===== src/hdl/esp_params.svh =====
// Contract
// - any write of serial_buffer starts a transmission in every mode
// - async start bit accepted only with receive enabled and rx_done_flag clear
// - mode_sel_hi/lo pick sync8, async10 generator, async11 fixed, async11 generator
// - mode 0: data both ways on rx pin, shift clock always on tx pin
// - mode 0 shift clock is system/12, or system/4 when mp_qualify_bit set
// - mode 0 send starts next clock, shifts right on falling shift edge
// - after 8 mode 0 bits, send ends and tx_done_flag sets next clock
// - mode 0 receive starts with enable and flag clear, latches on rising edge
// - after 8 mode 0 bits, receive ends and rx_done_flag sets
// - mode 1 frame: start, 8 data lsb first, stop; stop goes to rx_ninth_bit
// - async send waits for next divide-by-16 rollover after the write
// - mode 1 sends start, data, stop; tx_done_flag set as stop goes out
// - receiver samples at 16x; falling edge resets the divide-by-16 counter
// - each bit sampled at states 7, 8, 9; majority of three wins
// - a start bit that is not 0 aborts reception and rearms
// - mode 1 frame stored only if flag clear and (qualify 0 or stop 1)
// - mode 2 frame: start, 8 data, ninth bit, stop; write copies tx_ninth_bit
// - mode 2 receive: ninth bit to rx_ninth_bit, stop discarded
// - mode 2 bit rate fixed at system/32 or system/64 via rate_double_bit
// - mode 2 send: start, 9 data, stop; tx_done_flag at eleventh rollover
// - mode 2 frame stored only if flag clear and (qualify 0 or ninth 1 and address match)
// - after each async frame receiver watches for falling edge again
// - rate_double_bit 0 gives system/64, 1 gives system/32; the code applies it in mode 2 only, modes 1 and 3 ignore it
// - given address compares only slave_addr bits where slave_addr_mask is 1
`ifndef ESP_PARAMS_SVH
`define ESP_PARAMS_SVH
`define ESP_OFS_BUFFER      4'h0
`define ESP_OFS_CONTROL     4'h4
`define ESP_OFS_POWER       4'h8
`define ESP_OFS_ADDR        4'hC
`define ESP_BIT_MODE_HI     7
`define ESP_BIT_MODE_LO     6
`define ESP_BIT_QUALIFY     5
`define ESP_BIT_RX_EN       4
`define ESP_BIT_TX_NINTH    3
`define ESP_BIT_RX_NINTH    2
`define ESP_BIT_TX_DONE     1
`define ESP_BIT_RX_DONE     0
`define ESP_BIT_RATE_DOUBLE 7
`define ESP_RST_CONTROL     8'h00
`define ESP_RST_BAUD        16'h0000
`define ESP_SYNC_DIV_SLOW   4'd12
`define ESP_SYNC_DIV_FAST   4'd4
`define ESP_FIX_DIV_SLOW    7'd4
`define ESP_FIX_DIV_FAST    7'd2
`define ESP_BAUD_TOP        15'h7fff
`endif


===== src/hdl/esp_pkg.sv =====
package esp_pkg;
  typedef enum logic [1:0] {
    ESP_M_SYNC,
    ESP_M_ASYNC10,
    ESP_M_FIXED11,
    ESP_M_VAR11
  } esp_mode_e;
  typedef enum logic [1:0] {
    ESP_RX_IDLE,
    ESP_RX_SHIFT,
    ESP_RX_SYNC
  } esp_rx_e;
  typedef struct packed {
    logic        read;
    logic        write;
    logic [3:0]  address;
    logic [31:0] writedata;
  } esp_bus_s;
endpackage


===== src/hdl/esp_top.sv =====
// Design decisions made here: register access over Avalon-MM and the register offsets.
`timescale 1ns/1ps
`default_nettype none
`include "esp_params.svh"
module esp_top (
  input  wire logic             core_clk,
  input  wire logic             rst,
  input  wire esp_pkg::esp_bus_s avs,
  output logic                  avs_waitrequest,
  output logic [31:0]           avs_readdata,
  input  wire logic             rx_pin_in,
  output logic                  rx_pin_out,
  output logic                  rx_pin_oe_n,
  output logic                  tx_pin_out
);
  // registers
  logic [7:0]  serial_control_q;
  logic [7:0]  serial_buffer_q;
  logic        rate_double_bit_q;
  logic [7:0]  slave_addr_q;
  logic [7:0]  slave_addr_mask_q;
  logic [15:0] baud_reload_q;
  logic        ack_q;
  logic [31:0] rdata_q;
  // tx state
  logic        tx_busy_q;
  logic        tx_armed_q;
  logic [10:0] tx_shift_q;
  logic [3:0]  tx_bits_q;
  // rx state
  esp_pkg::esp_rx_e rx_state_q;
  logic [9:0]  rx_shift_q;
  logic [3:0]  rx_bits_q;
  logic [2:0]  votes_q;
  logic        rx_last_q;
  // timing
  logic [3:0]  sync_cnt_q;
  logic        sclk_q;
  logic [14:0] baud_cnt_q;
  logic [6:0]  fix_cnt_q;
  logic [3:0]  tx_div_q;
  logic [3:0]  rx_div_q;
  logic        wr_buf;
  logic        wr_ctl;
  logic        tick16;
  logic        tx_roll;
  logic        rx_tick;
  logic        sclk_fall;
  logic        sclk_rise;
  logic        frame_end;
  logic        store_ok;
  logic        rx_bit;
  logic [3:0]  sync_div;
  logic [3:0]  sync_half;
  esp_pkg::esp_mode_e mode;
  function automatic logic majority(input logic [2:0] v);
    majority = (v[0] & v[1]) | (v[0] & v[2]) | (v[1] & v[2]);
  endfunction
  function automatic logic addr_match(input logic [7:0] b, input logic [7:0] a,
                                      input logic [7:0] m);
    addr_match = ((b ^ a) & m) == 8'h00;
  endfunction
  assign mode = esp_pkg::esp_mode_e'({serial_control_q[`ESP_BIT_MODE_HI],
                                      serial_control_q[`ESP_BIT_MODE_LO]});
  // writes land on the edge where waitrequest is low
  assign wr_buf = avs.write & ack_q & (avs.address == `ESP_OFS_BUFFER);
  assign wr_ctl = avs.write & ack_q & (avs.address == `ESP_OFS_CONTROL);
  assign sync_div = serial_control_q[`ESP_BIT_QUALIFY] ? `ESP_SYNC_DIV_FAST
                                                        : `ESP_SYNC_DIV_SLOW;
  assign sync_half = sync_div >> 1;
  // fixed rate: 16 ticks of 2 or 4 clocks each
  assign tick16 = (mode == esp_pkg::ESP_M_FIXED11)
                ? (fix_cnt_q == (rate_double_bit_q ? `ESP_FIX_DIV_FAST : `ESP_FIX_DIV_SLOW)
                   - 7'd1)
                : (baud_cnt_q == `ESP_BAUD_TOP);
  assign tx_roll = tick16 & (tx_div_q == 4'hf);
  assign rx_tick = tick16 & (rx_div_q == 4'hf);
  assign sclk_fall = (sync_cnt_q == sync_half - 4'd1) & sclk_q;
  assign sclk_rise = (sync_cnt_q == sync_half - 4'd1) & ~sclk_q;
  assign rx_bit = majority(votes_q);
  assign frame_end = (rx_state_q == esp_pkg::ESP_RX_SHIFT) & rx_tick
                   & (rx_bits_q == ((mode == esp_pkg::ESP_M_ASYNC10) ? 4'd9 : 4'd10));
  assign store_ok = ~serial_control_q[`ESP_BIT_RX_DONE]
                  & (~serial_control_q[`ESP_BIT_QUALIFY]
                     | ((mode == esp_pkg::ESP_M_ASYNC10) ? rx_bit
                        : (rx_shift_q[9] & addr_match(rx_shift_q[8:1], slave_addr_q,
                                                     slave_addr_mask_q))));
  // bus slave: one wait cycle, then answer
  always_ff @(posedge core_clk or posedge rst) begin
    if (rst) begin
      ack_q <= 1'b0;
    end else begin
      ack_q <= (avs.read | avs.write) & ~ack_q;
    end
  end
  assign avs_waitrequest = ~ack_q;
  always_ff @(posedge core_clk or posedge rst) begin
    if (rst) begin
      rdata_q <= 32'h0000_0000;
    end else if (avs.read) begin
      case (avs.address)
        `ESP_OFS_BUFFER:  rdata_q <= {24'h00_0000, serial_buffer_q};
        `ESP_OFS_CONTROL: rdata_q <= {24'h00_0000, serial_control_q};
        `ESP_OFS_POWER:   rdata_q <= {24'h00_0000, rate_double_bit_q, 7'h00};
        `ESP_OFS_ADDR:    rdata_q <= {16'h0000, slave_addr_mask_q, slave_addr_q};
        default:          rdata_q <= 32'h0000_0000;
      endcase
    end
  end
  assign avs_readdata = rdata_q;
  always_ff @(posedge core_clk or posedge rst) begin
    if (rst) begin
      rate_double_bit_q <= 1'b0;
      slave_addr_q      <= 8'h00;
      slave_addr_mask_q <= 8'h00;
      baud_reload_q     <= `ESP_RST_BAUD;
    end else if (avs.write & ack_q) begin
      if (avs.address == `ESP_OFS_POWER) begin
        rate_double_bit_q <= avs.writedata[`ESP_BIT_RATE_DOUBLE];
        baud_reload_q     <= avs.writedata[31:16];
      end
      if (avs.address == `ESP_OFS_ADDR) begin
        slave_addr_q      <= avs.writedata[7:0];
        slave_addr_mask_q <= avs.writedata[15:8];
      end
    end
  end
  // control: hardware sets win over software clears
  always_ff @(posedge core_clk or posedge rst) begin
    if (rst) begin
      serial_control_q <= `ESP_RST_CONTROL;
    end else begin
      if (wr_ctl) begin
        serial_control_q <= avs.writedata[7:0];
      end
      if ((tx_busy_q & (mode == esp_pkg::ESP_M_SYNC) & sclk_fall & tx_bits_q == 4'd8)
          | (tx_busy_q & tx_armed_q & (mode != esp_pkg::ESP_M_SYNC) & tx_roll & tx_bits_q ==
             ((mode == esp_pkg::ESP_M_ASYNC10) ? 4'd8 : 4'd9))) begin
        serial_control_q[`ESP_BIT_TX_DONE] <= 1'b1;
      end
      if ((rx_state_q == esp_pkg::ESP_RX_SYNC) & sclk_rise & rx_bits_q == 4'd7) begin
        serial_control_q[`ESP_BIT_RX_DONE] <= 1'b1;
      end
      if (frame_end & store_ok) begin
        serial_control_q[`ESP_BIT_RX_DONE] <= 1'b1;
        serial_control_q[`ESP_BIT_RX_NINTH] <=
          (mode == esp_pkg::ESP_M_ASYNC10) ? rx_bit : rx_shift_q[9];
      end
    end
  end
  always_ff @(posedge core_clk or posedge rst) begin
    if (rst) begin
      serial_buffer_q <= 8'h00;
    end else if ((rx_state_q == esp_pkg::ESP_RX_SYNC) & sclk_rise & rx_bits_q == 4'd7) begin
      serial_buffer_q <= {rx_pin_in, rx_shift_q[9:3]};
    end else if (frame_end & store_ok) begin
      serial_buffer_q <= (mode == esp_pkg::ESP_M_ASYNC10) ? rx_shift_q[9:2] : rx_shift_q[8:1];
    end
  end
  // baud generator and fixed prescaler
  always_ff @(posedge core_clk or posedge rst) begin
    if (rst) begin
      baud_cnt_q <= 15'h0000;
      fix_cnt_q  <= 7'h00;
    end else begin
      baud_cnt_q <= (baud_cnt_q == `ESP_BAUD_TOP) ? baud_reload_q[14:0] : baud_cnt_q + 15'd1;
      fix_cnt_q  <= tick16 ? 7'h00 : fix_cnt_q + 7'd1;
    end
  end
  always_ff @(posedge core_clk or posedge rst) begin
    if (rst) begin
      sync_cnt_q <= 4'h0;
      sclk_q     <= 1'b1;
    end else if (tx_busy_q | (rx_state_q == esp_pkg::ESP_RX_SYNC)) begin
      // equal halves; clock stays high once the last bit is done
      if (sync_cnt_q == sync_half - 4'd1) begin
        sync_cnt_q <= 4'h0;
        sclk_q     <= ~sclk_q | (tx_busy_q & (tx_bits_q == 4'd8));
      end else begin
        sync_cnt_q <= sync_cnt_q + 4'd1;
      end
    end else begin
      sync_cnt_q <= 4'h0;
      sclk_q     <= 1'b1;
    end
  end
  always_ff @(posedge core_clk or posedge rst) begin
    if (rst) begin
      tx_div_q <= 4'h0;
    end else if (tick16) begin
      tx_div_q <= tx_div_q + 4'd1;
    end
  end
  // transmitter
  always_ff @(posedge core_clk or posedge rst) begin
    if (rst) begin
      tx_busy_q  <= 1'b0;
      tx_armed_q <= 1'b0;
      tx_shift_q <= 11'h7ff;
      tx_bits_q  <= 4'h0;
    end else if (wr_buf) begin
      tx_busy_q  <= 1'b1;
      tx_armed_q <= 1'b0;
      tx_bits_q  <= 4'h0;
      if (mode == esp_pkg::ESP_M_SYNC) begin
        tx_shift_q <= {3'b000, avs.writedata[7:0]};
      end else if (mode == esp_pkg::ESP_M_ASYNC10) begin
        tx_shift_q <= {2'b11, avs.writedata[7:0], 1'b0};
      end else begin
        tx_shift_q <= {1'b1, serial_control_q[`ESP_BIT_TX_NINTH], avs.writedata[7:0], 1'b0};
      end
    end else if (tx_busy_q & (mode == esp_pkg::ESP_M_SYNC)) begin
      // shift right, zero fill
      // first fall only opens the frame; bit 0 already stands
      if (sclk_fall) begin
        if (tx_bits_q != 4'd0) begin
          tx_shift_q <= {1'b0, tx_shift_q[10:1]};
        end
        tx_bits_q  <= tx_bits_q + 4'd1;
        if (tx_bits_q == 4'd8) begin
          tx_busy_q <= 1'b0;
        end
      end
    end else if (tx_busy_q & tx_roll) begin
      // first rollover arms, later ones shift
      if (!tx_armed_q) begin
        tx_armed_q <= 1'b1;
      end else begin
        tx_shift_q <= {1'b1, tx_shift_q[10:1]};
        tx_bits_q  <= tx_bits_q + 4'd1;
        if (tx_bits_q == ((mode == esp_pkg::ESP_M_ASYNC10) ? 4'd9 : 4'd10)) begin
          tx_busy_q  <= 1'b0;
          tx_armed_q <= 1'b0;
        end
      end
    end
  end
  // pins: clock on tx in mode 0, data on rx
  always_ff @(posedge core_clk or posedge rst) begin
    if (rst) begin
      tx_pin_out  <= 1'b1;
      rx_pin_out  <= 1'b1;
      rx_pin_oe_n <= 1'b1;
    end else if (mode == esp_pkg::ESP_M_SYNC) begin
      tx_pin_out  <= sclk_q;
      rx_pin_out  <= tx_shift_q[0];
      rx_pin_oe_n <= ~tx_busy_q;
    end else begin
      tx_pin_out  <= tx_armed_q ? tx_shift_q[0] : 1'b1;
      rx_pin_out  <= 1'b1;
      rx_pin_oe_n <= 1'b1;
    end
  end
  // receiver
  always_ff @(posedge core_clk or posedge rst) begin
    if (rst) begin
      rx_state_q <= esp_pkg::ESP_RX_IDLE;
      rx_shift_q <= 10'h000;
      rx_bits_q  <= 4'h0;
      rx_div_q   <= 4'h0;
      votes_q    <= 3'b111;
      rx_last_q  <= 1'b1;
    end else begin
      rx_last_q <= rx_pin_in;
      if (tick16) begin
        rx_div_q <= rx_div_q + 4'd1;
      end
      case (rx_state_q)
        esp_pkg::ESP_RX_IDLE: begin
          rx_bits_q <= 4'h0;
          if ((mode == esp_pkg::ESP_M_SYNC) & serial_control_q[`ESP_BIT_RX_EN]
              & ~serial_control_q[`ESP_BIT_RX_DONE] & ~tx_busy_q) begin
            rx_state_q <= esp_pkg::ESP_RX_SYNC;
          end else if ((mode != esp_pkg::ESP_M_SYNC) & serial_control_q[`ESP_BIT_RX_EN]
                       & ~serial_control_q[`ESP_BIT_RX_DONE] & rx_last_q & ~rx_pin_in) begin
            rx_state_q <= esp_pkg::ESP_RX_SHIFT;
            rx_div_q   <= 4'h0;
          end
        end
        esp_pkg::ESP_RX_SYNC: begin
          // latch on rising edge, shift right
          if (sclk_rise) begin
            rx_shift_q <= {rx_pin_in, rx_shift_q[9:1]};
            rx_bits_q  <= rx_bits_q + 4'd1;
            if (rx_bits_q == 4'd7) begin
              rx_state_q <= esp_pkg::ESP_RX_IDLE;
            end
          end
        end
        esp_pkg::ESP_RX_SHIFT: begin
          // samples at states 7, 8, 9
          if (tick16 & (rx_div_q >= 4'd6) & (rx_div_q <= 4'd8)) begin
            votes_q <= {votes_q[1:0], rx_pin_in};
          end
          if (rx_tick) begin
            rx_bits_q <= rx_bits_q + 4'd1;
            if ((rx_bits_q == 4'h0) & rx_bit) begin
              rx_state_q <= esp_pkg::ESP_RX_IDLE;
            end else if (frame_end) begin
              rx_state_q <= esp_pkg::ESP_RX_IDLE;
            end else if (rx_bits_q != 4'h0) begin
              rx_shift_q <= {rx_bit, rx_shift_q[9:1]};
            end
          end
        end
        default: rx_state_q <= esp_pkg::ESP_RX_IDLE;
      endcase
    end
  end
endmodule
`default_nettype wire


===== config.mk =====
export PLATFORM = sky130hd
export DESIGN_NAME = esp_top
export DESIGN_NICKNAME = d
export VERILOG_FILES = /design/src/hdl/esp_pkg.sv /design/src/hdl/esp_top.sv
export VERILOG_INCLUDE_DIRS = /design/src /design/src/hdl
export SDC_FILE = /design/constraint.sdc
export NUM_CORES = 1
export LEC_CHECK = 0
export ABC_AREA = 1
export BUFFER_PORTS_ARGS = -buffer_cell sky130_fd_sc_hd__clkbuf_2
export CORE_ASPECT_RATIO = 0.6
export CORE_MARGIN = 1
export CORE_UTILIZATION = 55
export CTS_CLUSTER_DIAMETER = 120
export CTS_CLUSTER_SIZE = 10
export DETAILED_ROUTE_END_ITERATION = 7
export PLACE_DENSITY_LB_ADDON = 0.3
export SYNTH_ARGS = -nofsm -noshare
export SYNTH_HDL_FRONTEND = slang
export SYNTH_SLANG_ARGS = --single-unit

===== constraint.sdc =====
create_clock -name core_clk -period 9.8 [get_ports core_clk]
set_input_delay 0.49 -clock core_clk [delete_from_list [all_inputs] [get_ports core_clk]]
set_output_delay 0.49 -clock core_clk [all_outputs]
set_load 0.1 [all_outputs]

==> key figures, run 1 <==
Worst setup path
  – Required time of the critical path: 10.16 ns
  – WS Path Type: reg2reg
  – Worst setup EP type: flip-flop
  – CP endpoint: serial_buffer_q[3]$_DFFE_PP0P_
  – Critical path startpoint: serial_control_q[7]$_DFFE_PP0P_
  – Worst path arrival time: 3.19 ns
  – CP max FO: 22
  – R2R Path Start: serial_control_q[7]$_DFFE_PP0P_
  – Worst R2R Setup Slack: 6.97 ns
  – FF-to-FF End: serial_buffer_q[3]$_DFFE_PP0P_
  – R2R cell count: 11
  – CP Launch Type: flip-flop

Layout
  – Final core utilization: 65.6%
  – N_diodes: 0
  – Fill cells: 1015
  – Area added between synthesis and finish: 13.1%
  – Share of cells above drive strength 1: 17.9%
  – Cell area after layout: 0.00811 mm2
  – Fin nets: 971

Power
  – PD cells: 251 mW/mm2
  – P_leak: 4.06 nW
  – Peak VDD IR: 0.000183 V
  – Total power: 0.00203 W

Clock network
  – Num CTS Buffers: 17
  – Clock tree buffer depth: 2
  – Hold_buf cts: 0
  – Post-CTS resize count: 0
  – Reg clk slew, reported paths: 0.06 ns
  – CTS tree: done
  – Root Driver: clkbuf_16
  – Max H-tree Level: 4
  – Clock Sinks: 139
  – Setup bufs post-CTS: 0
  – Latest clock arrival within the worst-skew pair: 0.43 ns

Floorplan
  – Die area: 0.0135 mm2
  – Chip Width: 149 um
  – Placeable Area: 0.0124 mm2
  – I/O Pins: 77
  – Num rows: 31
  – Die height: 90.5 um
  – Initial Utilization: 58.0%

Synthesis
  – Top cell type's share of synthesized area: 41.8%
  – Post-synth top flop: dfrtp_1
  – Count leader, synth: nand2_1
  – Count of cell types in the netlist: 42
  – EDFF count, synth: 0
  – YS warnings: 0
  – Post-synthesis cell type with the largest combined area: dfrtp_1
  – Asr flop ratio synth: 100%
  – Top cells by area, synth: dfrtp_1 (42%), nand2_1 (12%), dfstp_2 (7.0%)
  – Sequential area share after synthesis: 48.8%
  – Syn Area/Cell: 8.34 um2
  – Syn Std Cell Area: 0.00718 mm2
  – Cells after synthesis: 861
  – Seq cells post-synth: 139
  – Commonest cells post-synth: nand2_1 (234), dfrtp_1 (120), o21ai_0 (92)

Placement
  – Gpl congestion: 0.868
  – HPWL Detailed: 11.0 mm
  – Post-DP Area: 0.00752 mm2
  – I/O Buffers: 59

Routing
  – DRC violations left: 0
  – Post-route ant nets: 0
  – Routed vias/inst: 5.34
  – Routed len/inst: 14.3 um
  – TritonRoute pass-1 iters: 5
  – Total wire length: 15.6 mm
  – Via count: 5843
  – Initial drt markers: 556

Global routing
  – GRT overflow: 0
  – First-pass GRT wire length: 26.1 mm
  – Initial antenna violation count: 0
  – Tot GR Track Use: 25.0%
  – Vias in the first global route: 5184
  – Pin count of the biggest net entering global routing: 78

STA
  – Hold WS: 0.165 ns
  – Final hold violation count: 0
  – FMAX: 353 MHz
  – Actual slew at the worst max-slew pin: 0.943 ns
  – Post-route clock period utilization: 28.9%
  – Setup Viol. Count Final: 0
  – Fin Setup TNS: 0 ns
  – Max_slew headroom: 36.9%
  – Final Critical Period: 2.83 ns
  – Setup Skew: 0.0135 ns
  – Fin. max-slew vios: 0
  – RSZ-0062 raised after global routing: no

Job
  – Max-capacitance violation count: 0

Status
  – Status: finished, final reports clean

Hold path
  – Worst Hold Class: in2async
-- area by class of cell --
type	count	area, um2	area share [%]
clock inverter	13	155	1.91
tap	165	206	2.54
clock buffer	19	443	5.46
multi-input combinational	604	3140	38.7
timing repair buffer	61	310	3.82
sequential	139	3500	43.2
inverter	93	355	4.38
-- critical path: stages, from the launching register on --
cell     delay [ns]
dfrtp_1        0.39
inv_1          0.19
nand2_1        0.47
nand2_1        0.17
o21ai_0        0.10
nor2_1         0.21
nand4_2        0.16
nor2_1         0.19
nand2_1        0.31
nand2_1        0.37
nand2_1        0.11
nand2_1        0.08
-- cells by family (layout without fill, tap and decap cells) --
logic type,after synthesis,after routing,synth area share (%)
and+or+nand+nor,385,385,23.4
muxes,19,19,2.98
DFF,139,139,48.8
adders and majority gates,14,14,2.44
xor gates and xnor gates,18,18,2.20
buffers and inverters,133,186,8.21
other,1,16,0.0523
AOI/OAI and AO/OA,152,152,11.9
-- power breakdown --
| group | internal [W] | switching (W) | leakage (nW) |
|---|---|---|---|
| logic | 0.000177 | 0.000399 | 2.02 |
| clock network | 0.000388 | 0.000265 | 0.284 |
| registers | 0.000704 | 0.000102 | 1.75 |
-- layout by cell type (no fill, tap or decap), types with 4 or more instances in the layout --
cell / netlist / final
clkbuf_2: 0 / 59
dfrtp_1: 120 / 120
a31oi_1: 5 / 5
inv_6: 0 / 6
o21ai_0: 92 / 92
mux2_2: 19 / 19
o21ai_1: 4 / 4
nand2_2: 6 / 6
o31ai_1: 6 / 6
xnor2_1: 5 / 5
a21oi_1: 25 / 25
clkbuf_16: 0 / 17
dfstp_2: 19 / 19
nor2_4: 4 / 4
nand2_4: 5 / 5
xor2_1: 13 / 13
nor3_1: 7 / 7
nand2_1: 234 / 234
nand4_1: 19 / 19
nor2_1: 64 / 64
o21ai_2: 9 / 9
ha_1: 14 / 14
nand3_1: 38 / 38
inv_1: 89 / 88
conb_1: 1 / 16
-- how the worst min path moves through the flow --
stage	depth (start not counted)	endpoint	from	slack, ns
after global placement	1	ack_q$_DFF_PP0_	ack_q$_DFF_PP0_	0.44
after detailed placement	2	tx_shift_q[1]$_DFFE_PP1P_	tx_shift_q[1]$_DFFE_PP1P_	0.45
after global routing	1	rx_last_q$_DFF_PP1_	rx_pin_in	0.16
final	2	baud_reload_q[2]$_DFFE_PP0P_	rst	0.17
after CTS	1	rx_last_q$_DFF_PP1_	rx_pin_in	0.16
after floorplan	1	ack_q$_DFF_PP0_	ack_q$_DFF_PP0_	0.42
-- state kept, by name, indices dropped and copies added (netlist names), 2 cells and up --
name               count
serial_control_q       8
serial_buffer_q        8
slave_addr_q           8
tx_shift_q            11
fix_cnt_q              7
rx_bits_q              4
rx_div_q               4
rx_shift_q             9
sync_cnt_q             4
avs_readdata          16
tx_div_q               4
rx_state_q             2
baud_cnt_q            15
votes_q                3
baud_reload_q         15
slave_addr_mask_q      8
tx_bits_q              4
-- stage by stage --
| step | instances | worst slack [ns] |
|---|---|---|
| 2_1_floorplan | 876 | 5.62 |
| 3_3_place_gp | 1062 | 7.10 |
| 3_5_place_dp | 1062 | 7.06 |
| 4_1_cts | 1094 | 7.07 |
| 5_1_grt | 1094 | 6.76 |
| 6_report | 1094 | 6.97 |
-- metal layers --
| metal | wire [um] | track usage, % |
|---|---|---|
| met1 | 8220 | 40.6 |
| met2 | 6160 | 32.7 |
| met3 | 1080 | 4.85 |
| met4 | 170 | 7.57 |
| met5 | 0 | 0 |
Note: power is estimated with default switching activity, not from simulation.
==> inputs of run 2 (changes only) <==
--- a/config.mk
+++ b/config.mk
@@ -6,7 +6,7 @@
 export SDC_FILE = /design/constraint.sdc
 export NUM_CORES = 1
 export LEC_CHECK = 0
-export ABC_AREA = 1
+export ABC_AREA = 0
 export BUFFER_PORTS_ARGS = -buffer_cell sky130_fd_sc_hd__clkbuf_2
 export CORE_ASPECT_RATIO = 0.6
 export CORE_MARGIN = 1
==> constraint.sdc (replaced) <==
create_clock -name core_clk -period 2.9 [get_ports core_clk]
set_input_delay 0.145 -clock core_clk [delete_from_list [all_inputs] [get_ports core_clk]]
set_output_delay 0.145 -clock core_clk [all_outputs]
set_load 0.1 [all_outputs]
==> key figures, run 2 <==
STA
  – Final Critical Period: 2.44 ns (-0.393 ns)
  – Setup Viol. Count Final: 0 (unchanged)
  – Fin. max-slew vios: 0 (unchanged)
  – RSZ-0062 raised after global routing: no
  – FMAX: 410 MHz (+16%)
  – Final hold violation count: 0 (unchanged)
  – Fin Setup TNS: 0 ns (unchanged)
  – Setup slack after layout: 0.459 ns (-6.51 ns)
  – Post-route clock period utilization: 84.2% (+55 points)
  – Actual slew at the worst max-slew pin: 0.902 ns (-0.0411 ns)
  – Setup Skew: 0.00898 ns (-0.00455 ns)
  – Max_slew headroom: 39.7% (+2.8 points)

Worst setup path
  – R2R Path Start: rx_state_q[1]$_DFFE_PP0P_
  – WS Path Type: reg2reg
  – Worst setup EP type: flip-flop
  – Worst path arrival time: 2.72 ns (-0.47 ns)
  – CP max FO: 11 (-50%)
  – CP Launch Type: flip-flop
  – Required time of the critical path: 3.18 ns (-6.98 ns)
  – R2R cell count: 8 (-3)
  – Critical path startpoint: rx_state_q[1]$_DFFE_PP0P_

Clock network
  – CTS tree: done
  – Reg clk slew, reported paths: 0.06 ns (about the same)
  – Clock Sinks: 139 (unchanged)
  – Post-CTS resize count: 0 (unchanged)
  – Num CTS Buffers: 17 (unchanged)
  – Setup bufs post-CTS: 0 (unchanged)
  – Latest clock arrival within the worst-skew pair: 0.42 ns (about the same)
  – Root Driver: clkbuf_16
  – Max H-tree Level: 4 (unchanged)
  – Clock tree buffer depth: 2 (unchanged)

Synthesis
  – Cells after synthesis: 670 (-22%)
  – Count leader, synth: dfrtp_1
  – Count of cell types in the netlist: 67 (+60%)
  – Commonest cells post-synth: dfrtp_1 (120), nand2_1 (79), mux2_2 (51)
  – Top cells by area, synth: dfrtp_1 (43%), mux2_2 (8.2%), dfstp_2 (7.1%)
  – Asr flop ratio synth: 100% (unchanged)
  – EDFF count, synth: 0 (unchanged)
  – Syn Area/Cell: 10.5 um2 (+26%)
  – Seq cells post-synth: 139 (unchanged)
  – Post-synthesis cell type with the largest combined area: dfrtp_1
  – YS warnings: 0 (unchanged)
  – Sequential area share after synthesis: 49.7% (+0.95 points)
  – Syn Std Cell Area: 0.00704 mm2 (-1.9%)
  – Post-synth top flop: dfrtp_1
  – Top cell type's share of synthesized area: 42.7% (+0.81 points)

Power
  – P_leak: 3.83 nW (-5.6%)
  – PD cells: 840 mW/mm2 (+230%)
  – Peak VDD IR: 0.000614 V (+230%)
  – Total power: 0.00701 W (+240%)

Floorplan
  – Initial Utilization: 57.4% (-0.56 points)
  – Chip Width: 148 um (-0.94%)
  – Die height: 89.6 um (-0.93%)
  – Placeable Area: 0.0123 mm2 (-0.94%)
  – I/O Pins: 77 (unchanged)
  – Die area: 0.0133 mm2 (-1.9%)
  – Num rows: 31 (unchanged)

Global routing
  – Vias in the first global route: 5218 (+0.66%)
  – Tot GR Track Use: 27.0% (+2.0 points)
  – Pin count of the biggest net entering global routing: 61 (-22%)
  – Initial antenna violation count: 0 (unchanged)
  – First-pass GRT wire length: 26.9 mm (+3.0%)
  – GRT overflow: 0 (unchanged)

Layout
  – Non-Filler Instances: 938 (-14%)
  – Commonest non-fill, non-tap cells in the layout: dfrtp_1 (120), nand2_1 (79), clkbuf_2 (59)
  – Commonest non-fill, non-tap cell in the layout: dfrtp_1
  – Fin nets: 815 (-16%)
  – Cell area after layout: 0.00835 mm2 (+2.9%)
  – Share of cells above drive strength 1: 24.5% (+6.6 points)
  – Max reg flops: 16 (unchanged)
  – N_diodes: 0 (unchanged)
  – Area added between synthesis and finish: 18.6%

Placement
  – I/O Buffers: 59 (unchanged)
  – HPWL Detailed: 11.0 mm (about the same)
  – Gpl congestion: 0.859 (-1.0%)
  – Placed cells: 880 (-17%)
  – Pre-CTS WS: 0.507 ns (-6.56 ns)
  – Post-DP Area: 0.00746 mm2 (-0.68%)

Hold path
  – Worst Hold Class: in2reg
  – HP Start: avs[0]
  – WHS Path Cells: 3

Routing
  – Post-route ant nets: 0 (unchanged)
  – Initial drt markers: 271 (-51%)
  – Total wire length: 16.3 mm (+4.1%)
  – Routed len/inst: 17.4 um (+21%)
  – Routed vias/inst: 5.71 (+7.0%)
  – TritonRoute pass-1 iters: 5 (unchanged)
  – DRC violations left: 0 (unchanged)
  – Via count: 5359 (-8.3%)

Job
  – Max-capacitance violation count: 0 (unchanged)

Status
  – Status: finished, final reports clean
-- run 2: worst max-delay path: stages, from the launching register on --
cell,delay [ns]
dfrtp_1,0.37
inv_1,0.10
ha_1,0.38
inv_1,0.13
or3_1,0.41
a2111oi_4,0.32
buf_4,0.27
mux2i_1,0.21
o21ai_0,0.11
-- run 2: cells by family (layout without fill, tap and decap cells) --
logic type	count (synthesis)	count (layout)	share of synthesized area, %
flip-flops	139	139	49.7
buffers and inverters	75	163	5.22
multiplexers	85	85	13.2
AND/OR/NAND/NOR	215	215	14.9
AO/OA/AOI/OAI	107	107	10.2
adder cells (fa/ha/maj)	15	15	2.63
other	1	16	0.0533
XOR/XNOR	33	33	4.11
-- run 2: what timing repair did --
item	4_1_cts	5_1_grt
hold buffers	26	0
hold endpoints to repair	53	0
setup endpoints to repair	0	0
-- run 2: area by class of cell --
type | count | area (um2)
fillers | 931 | 3910
inverters | 34 | 131
well taps | 165 | 206
multi-input cells | 471 | 3230
repair buffers | 97 | 658
clock buffers | 22 | 484
clock inverters | 10 | 139
flip-flops and latches | 139 | 3500
-- run 2: layer usage --
layer  global-route usage, %  part of all wire (%)  vias up  wire (um)
met4                    10.3                   1.9        0        309
met2                    41.4                    44      198       7140
met5                       0                     0        -          0
met1                    37.6                    48     2644       7840
met3                    6.57                   6.0       28        982
li1                        -                     -     2489          -
-- run 2: final timing paths --
path                                                  end  slack (ns)
setup reg to reg           serial_buffer_q[1]$_DFFE_PP0P_        0.46
hold / removal                  tx_shift_q[0]$_DFFE_PP1P_        0.02
setup / recovery           serial_buffer_q[1]$_DFFE_PP0P_        0.46
hold reg to reg                   tx_div_q[3]$_DFFE_PP0N_        0.47
min in group asynchronous    avs_readdata[15]$_DFFE_PP0P_        0.47
max in group asynchronous         baud_cnt_q[8]$_DFF_PP0_        1.48
-- run 2: report_power, final --
group          switching (W)  total (W)  internal (W)
logic                0.00117    0.00190      0.000730
registers           0.000417    0.00284       0.00242
clock network       0.000832    0.00227       0.00144
-- run 2: metrics by stage --
stage	hold WS [ns]	utilization (%)
6_report	0.0213	68.1
5_1_grt	0.0322	68.1
4_1_cts	0.0105	68.1
3_5_place_dp	0.315	60.9
3_3_place_gp	0.317	60.9
2_1_floorplan	0.149	-
==> inputs of run 3 (changes only) <==
--- a/config.mk
+++ b/config.mk
@@ -10,7 +10,7 @@
 export BUFFER_PORTS_ARGS = -buffer_cell sky130_fd_sc_hd__clkbuf_2
 export CORE_ASPECT_RATIO = 0.6
 export CORE_MARGIN = 1
-export CORE_UTILIZATION = 55
+export CORE_UTILIZATION = 53
 export CTS_CLUSTER_DIAMETER = 120
 export CTS_CLUSTER_SIZE = 10
 export DETAILED_ROUTE_END_ITERATION = 7
==> constraint.sdc (replaced) <==
create_clock -name core_clk -period 2.2 [get_ports core_clk]
set_input_delay 0.11 -clock core_clk [delete_from_list [all_inputs] [get_ports core_clk]]
set_output_delay 0.11 -clock core_clk [all_outputs]
set_load 0.1 [all_outputs]
==> key figures, run 3 (synthesized netlist as in run 2, its figures left out) <==
Worst setup path
  – R2R cell count: 7 (-1)
  – WS Path Type: reg2reg
  – Required time of the critical path: 2.50 ns (-0.68 ns)
  – Worst setup EP type: flip-flop
  – FF-to-FF End: rx_shift_q[5]$_DFFE_PP0P_
  – R2R Path Start: serial_control_q[7]$_DFFE_PP0P_
  – CP Launch Type: flip-flop
  – Worst path arrival time: 2.46 ns (-0.26 ns)
  – CP max FO: 8 (-3)
  – Worst R2R Setup Slack: 0.04 ns (-0.42 ns)

Floorplan
  – Die height: 91.3 um (+1.8%)
  – Initial Utilization: 54.6% (-2.8 points)
  – Chip Width: 151 um (+1.8%)
  – Num rows: 32 (+3.2%)
  – I/O Pins: 77 (unchanged)
  – Placeable Area: 0.0129 mm2 (+5.2%)
  – Die area: 0.0138 mm2 (+3.7%)

Placement
  – I/O Buffers: 59 (unchanged)
  – Pre-CTS WS: -0.0551 ns (-0.562 ns)
  – Post-DP Area: 0.00774 mm2 (+3.7%)
  – Gpl congestion: 0.873 (+1.6%)
  – HPWL Detailed: 11.6 mm (+5.5%)

Global routing
  – Initial antenna violation count: 0 (unchanged)
  – First-pass GRT wire length: 28.0 mm (+4.1%)
  – Tot GR Track Use: 26.5% (-0.42 points)
  – Vias in the first global route: 5626 (+7.8%)
  – Pin count of the biggest net entering global routing: 140 (+130%)
  – GRT overflow: 0 (unchanged)

STA
  – Post-route clock period utilization: 98.3% (+14 points)
  – Setup Skew: 0.00766 ns (-0.00132 ns)
  – Max_slew headroom: 51.3% (+12 points)
  – FMAX: 462 MHz (+13%)
  – Fin. max-slew vios: 0 (unchanged)
  – Final hold violation count: 0 (unchanged)
  – Final Critical Period: 2.16 ns (-0.278 ns)
  – Hold WS: 0.00699 ns (-0.0143 ns)
  – Actual slew at the worst max-slew pin: 0.731 ns (-0.172 ns)
  – Setup Viol. Count Final: 0 (unchanged)
  – RSZ-0062 raised after global routing: yes
  – Setup slack after layout: 0.0365 ns (-0.422 ns)

Power
  – P_leak: 4.05 nW (+5.8%)
  – Peak VDD IR: 0.000960 V (+56%)
  – PD cells: 1100 mW/mm2 (+31%)
  – Total power: 0.00963 W (+37%)

Hold path
  – HP Start: avs[0]
  – Worst Hold Class: in2reg
  – WHS Path Cells: 3 (unchanged)
  – Hold-critical path endpoint: tx_shift_q[0]$_DFFE_PP1P_

Layout
  – N_diodes: 0 (unchanged)
  – Commonest non-fill, non-tap cell in the layout: dfrtp_1
  – Cell area after layout: 0.00876 mm2 (+4.9%)
  – Max reg flops: 16 (unchanged)
  – Area added between synthesis and finish: 24.4%
  – Commonest non-fill, non-tap cells in the layout: dfrtp_1 (116), nand2_1 (79), clkbuf_2 (59)
  – Share of cells above drive strength 1: 29.3% (+4.9 points)
  – Final core utilization: 67.9% (-0.19 points)
  – Fin nets: 853 (+4.7%)

Clock network
  – Reg clk slew, reported paths: 0.06 ns (about the same)
  – Latest clock arrival within the worst-skew pair: 0.42 ns (about the same)
  – Clock tree buffer depth: 2 (unchanged)
  – Max H-tree Level: 4 (unchanged)
  – Root Driver: clkbuf_16
  – Clock Sinks: 139 (unchanged)
  – CTS tree: done
  – Num CTS Buffers: 17 (unchanged)

Routing
  – TritonRoute pass-1 iters: 5 (unchanged)
  – DRC violations left: 0 (unchanged)
  – Via count: 5529 (+3.2%)
  – Routed len/inst: 17.3 um (-0.24%)
  – Routed vias/inst: 5.64 (-1.4%)
  – Initial drt markers: 320 (+18%)
  – Total wire length: 17.0 mm (+4.3%)
  – Post-route ant nets: 0 (unchanged)

Job
  – Max-capacitance violation count: 0 (unchanged)

Status
  – Status: finished, final reports clean
-- run 3: cell count changes in the layout (fill, tap and decap cells not counted), moves of 3 or more --
cell and change:
buf_4 +34, o21ai_0 -5, o21ai_1 +5, dfrtp_1 -4, dfrtp_2 +4, clkinv_2 +3
clkinvlp_4 -3
-- run 3: stage by stage --
step / TNS, ns / std cells
CTS: 0 / 978
detailed placement: -0.371 / 918
floorplan: 0 / 685
global placement: 0 / 918
finish: 0 / 981
global route: -0.128 / 981
-- run 3: repair_timing --
item                                    in CTS  in global routing
gates resized for setup                      2                 17
hold buffers                                27                  0
buffers inserted                             1                  2
endpoints found under the setup margin      16                 28
gates cloned                                 0                  1
hold endpoints to repair                   146                  0
pin swaps                                    4                  6
-- run 3: critical path, cell delays in order, from the launching register on --
cell      delay, ns
dfrtp_2        0.46
nor2b_1        0.34
o22ai_1        0.18
a31oi_1        0.23
o211ai_2       0.14
a21oi_4        0.19
buf_12         0.15
mux2_2         0.34
-- run 3: worst max-delay path by stage --
stage                     cells after the start                       startpoint                        endpoint
after floorplan                               8          baud_cnt_q[0]$_DFF_PP0_       rx_shift_q[1]$_DFFE_PP0P_
after global placement                        7           fix_cnt_q[3]$_DFF_PP0_       rx_shift_q[4]$_DFFE_PP0P_
after detailed placement                      7          baud_cnt_q[1]$_DFF_PP0_       rx_shift_q[1]$_DFFE_PP0P_
after CTS                                     8          sync_cnt_q[0]$_DFF_PP0_       rx_shift_q[8]$_DFFE_PP0P_
after global routing                          8      slave_addr_q[0]$_DFFE_PP0P_  serial_buffer_q[1]$_DFFE_PP0P_
final                                         7  serial_control_q[7]$_DFFE_PP0P_       rx_shift_q[5]$_DFFE_PP0P_
-- run 3: where the power goes --
group / switching [W] / internal, W
Combinational: 0.00169 / 0.00117
Sequential: 0.000504 / 0.00319
Clock: 0.00112 / 0.00195
-- run 3: routing by layer --
metal / global-route usage [%] / wire (um) / vias to the layer above / share of wire, %
met4: 7.83 / 165 / 0 / 0.97
met3: 6.03 / 898 / 18 / 5.3
met5: 0 / 0 / - / 0
met2: 41.1 / 7890 / 165 / 46
li1: - / - / 2567 / -
met1: 37.2 / 8030 / 2779 / 47
-- run 3: final cells by class --
type	count	area [um2]
inverter	34	131
fill	947	4140
timing repair buffer	135	988
tap	170	213
clock inverter	12	170
clock buffer	20	457
sequential	139	3510
multi-input combinational	471	3290
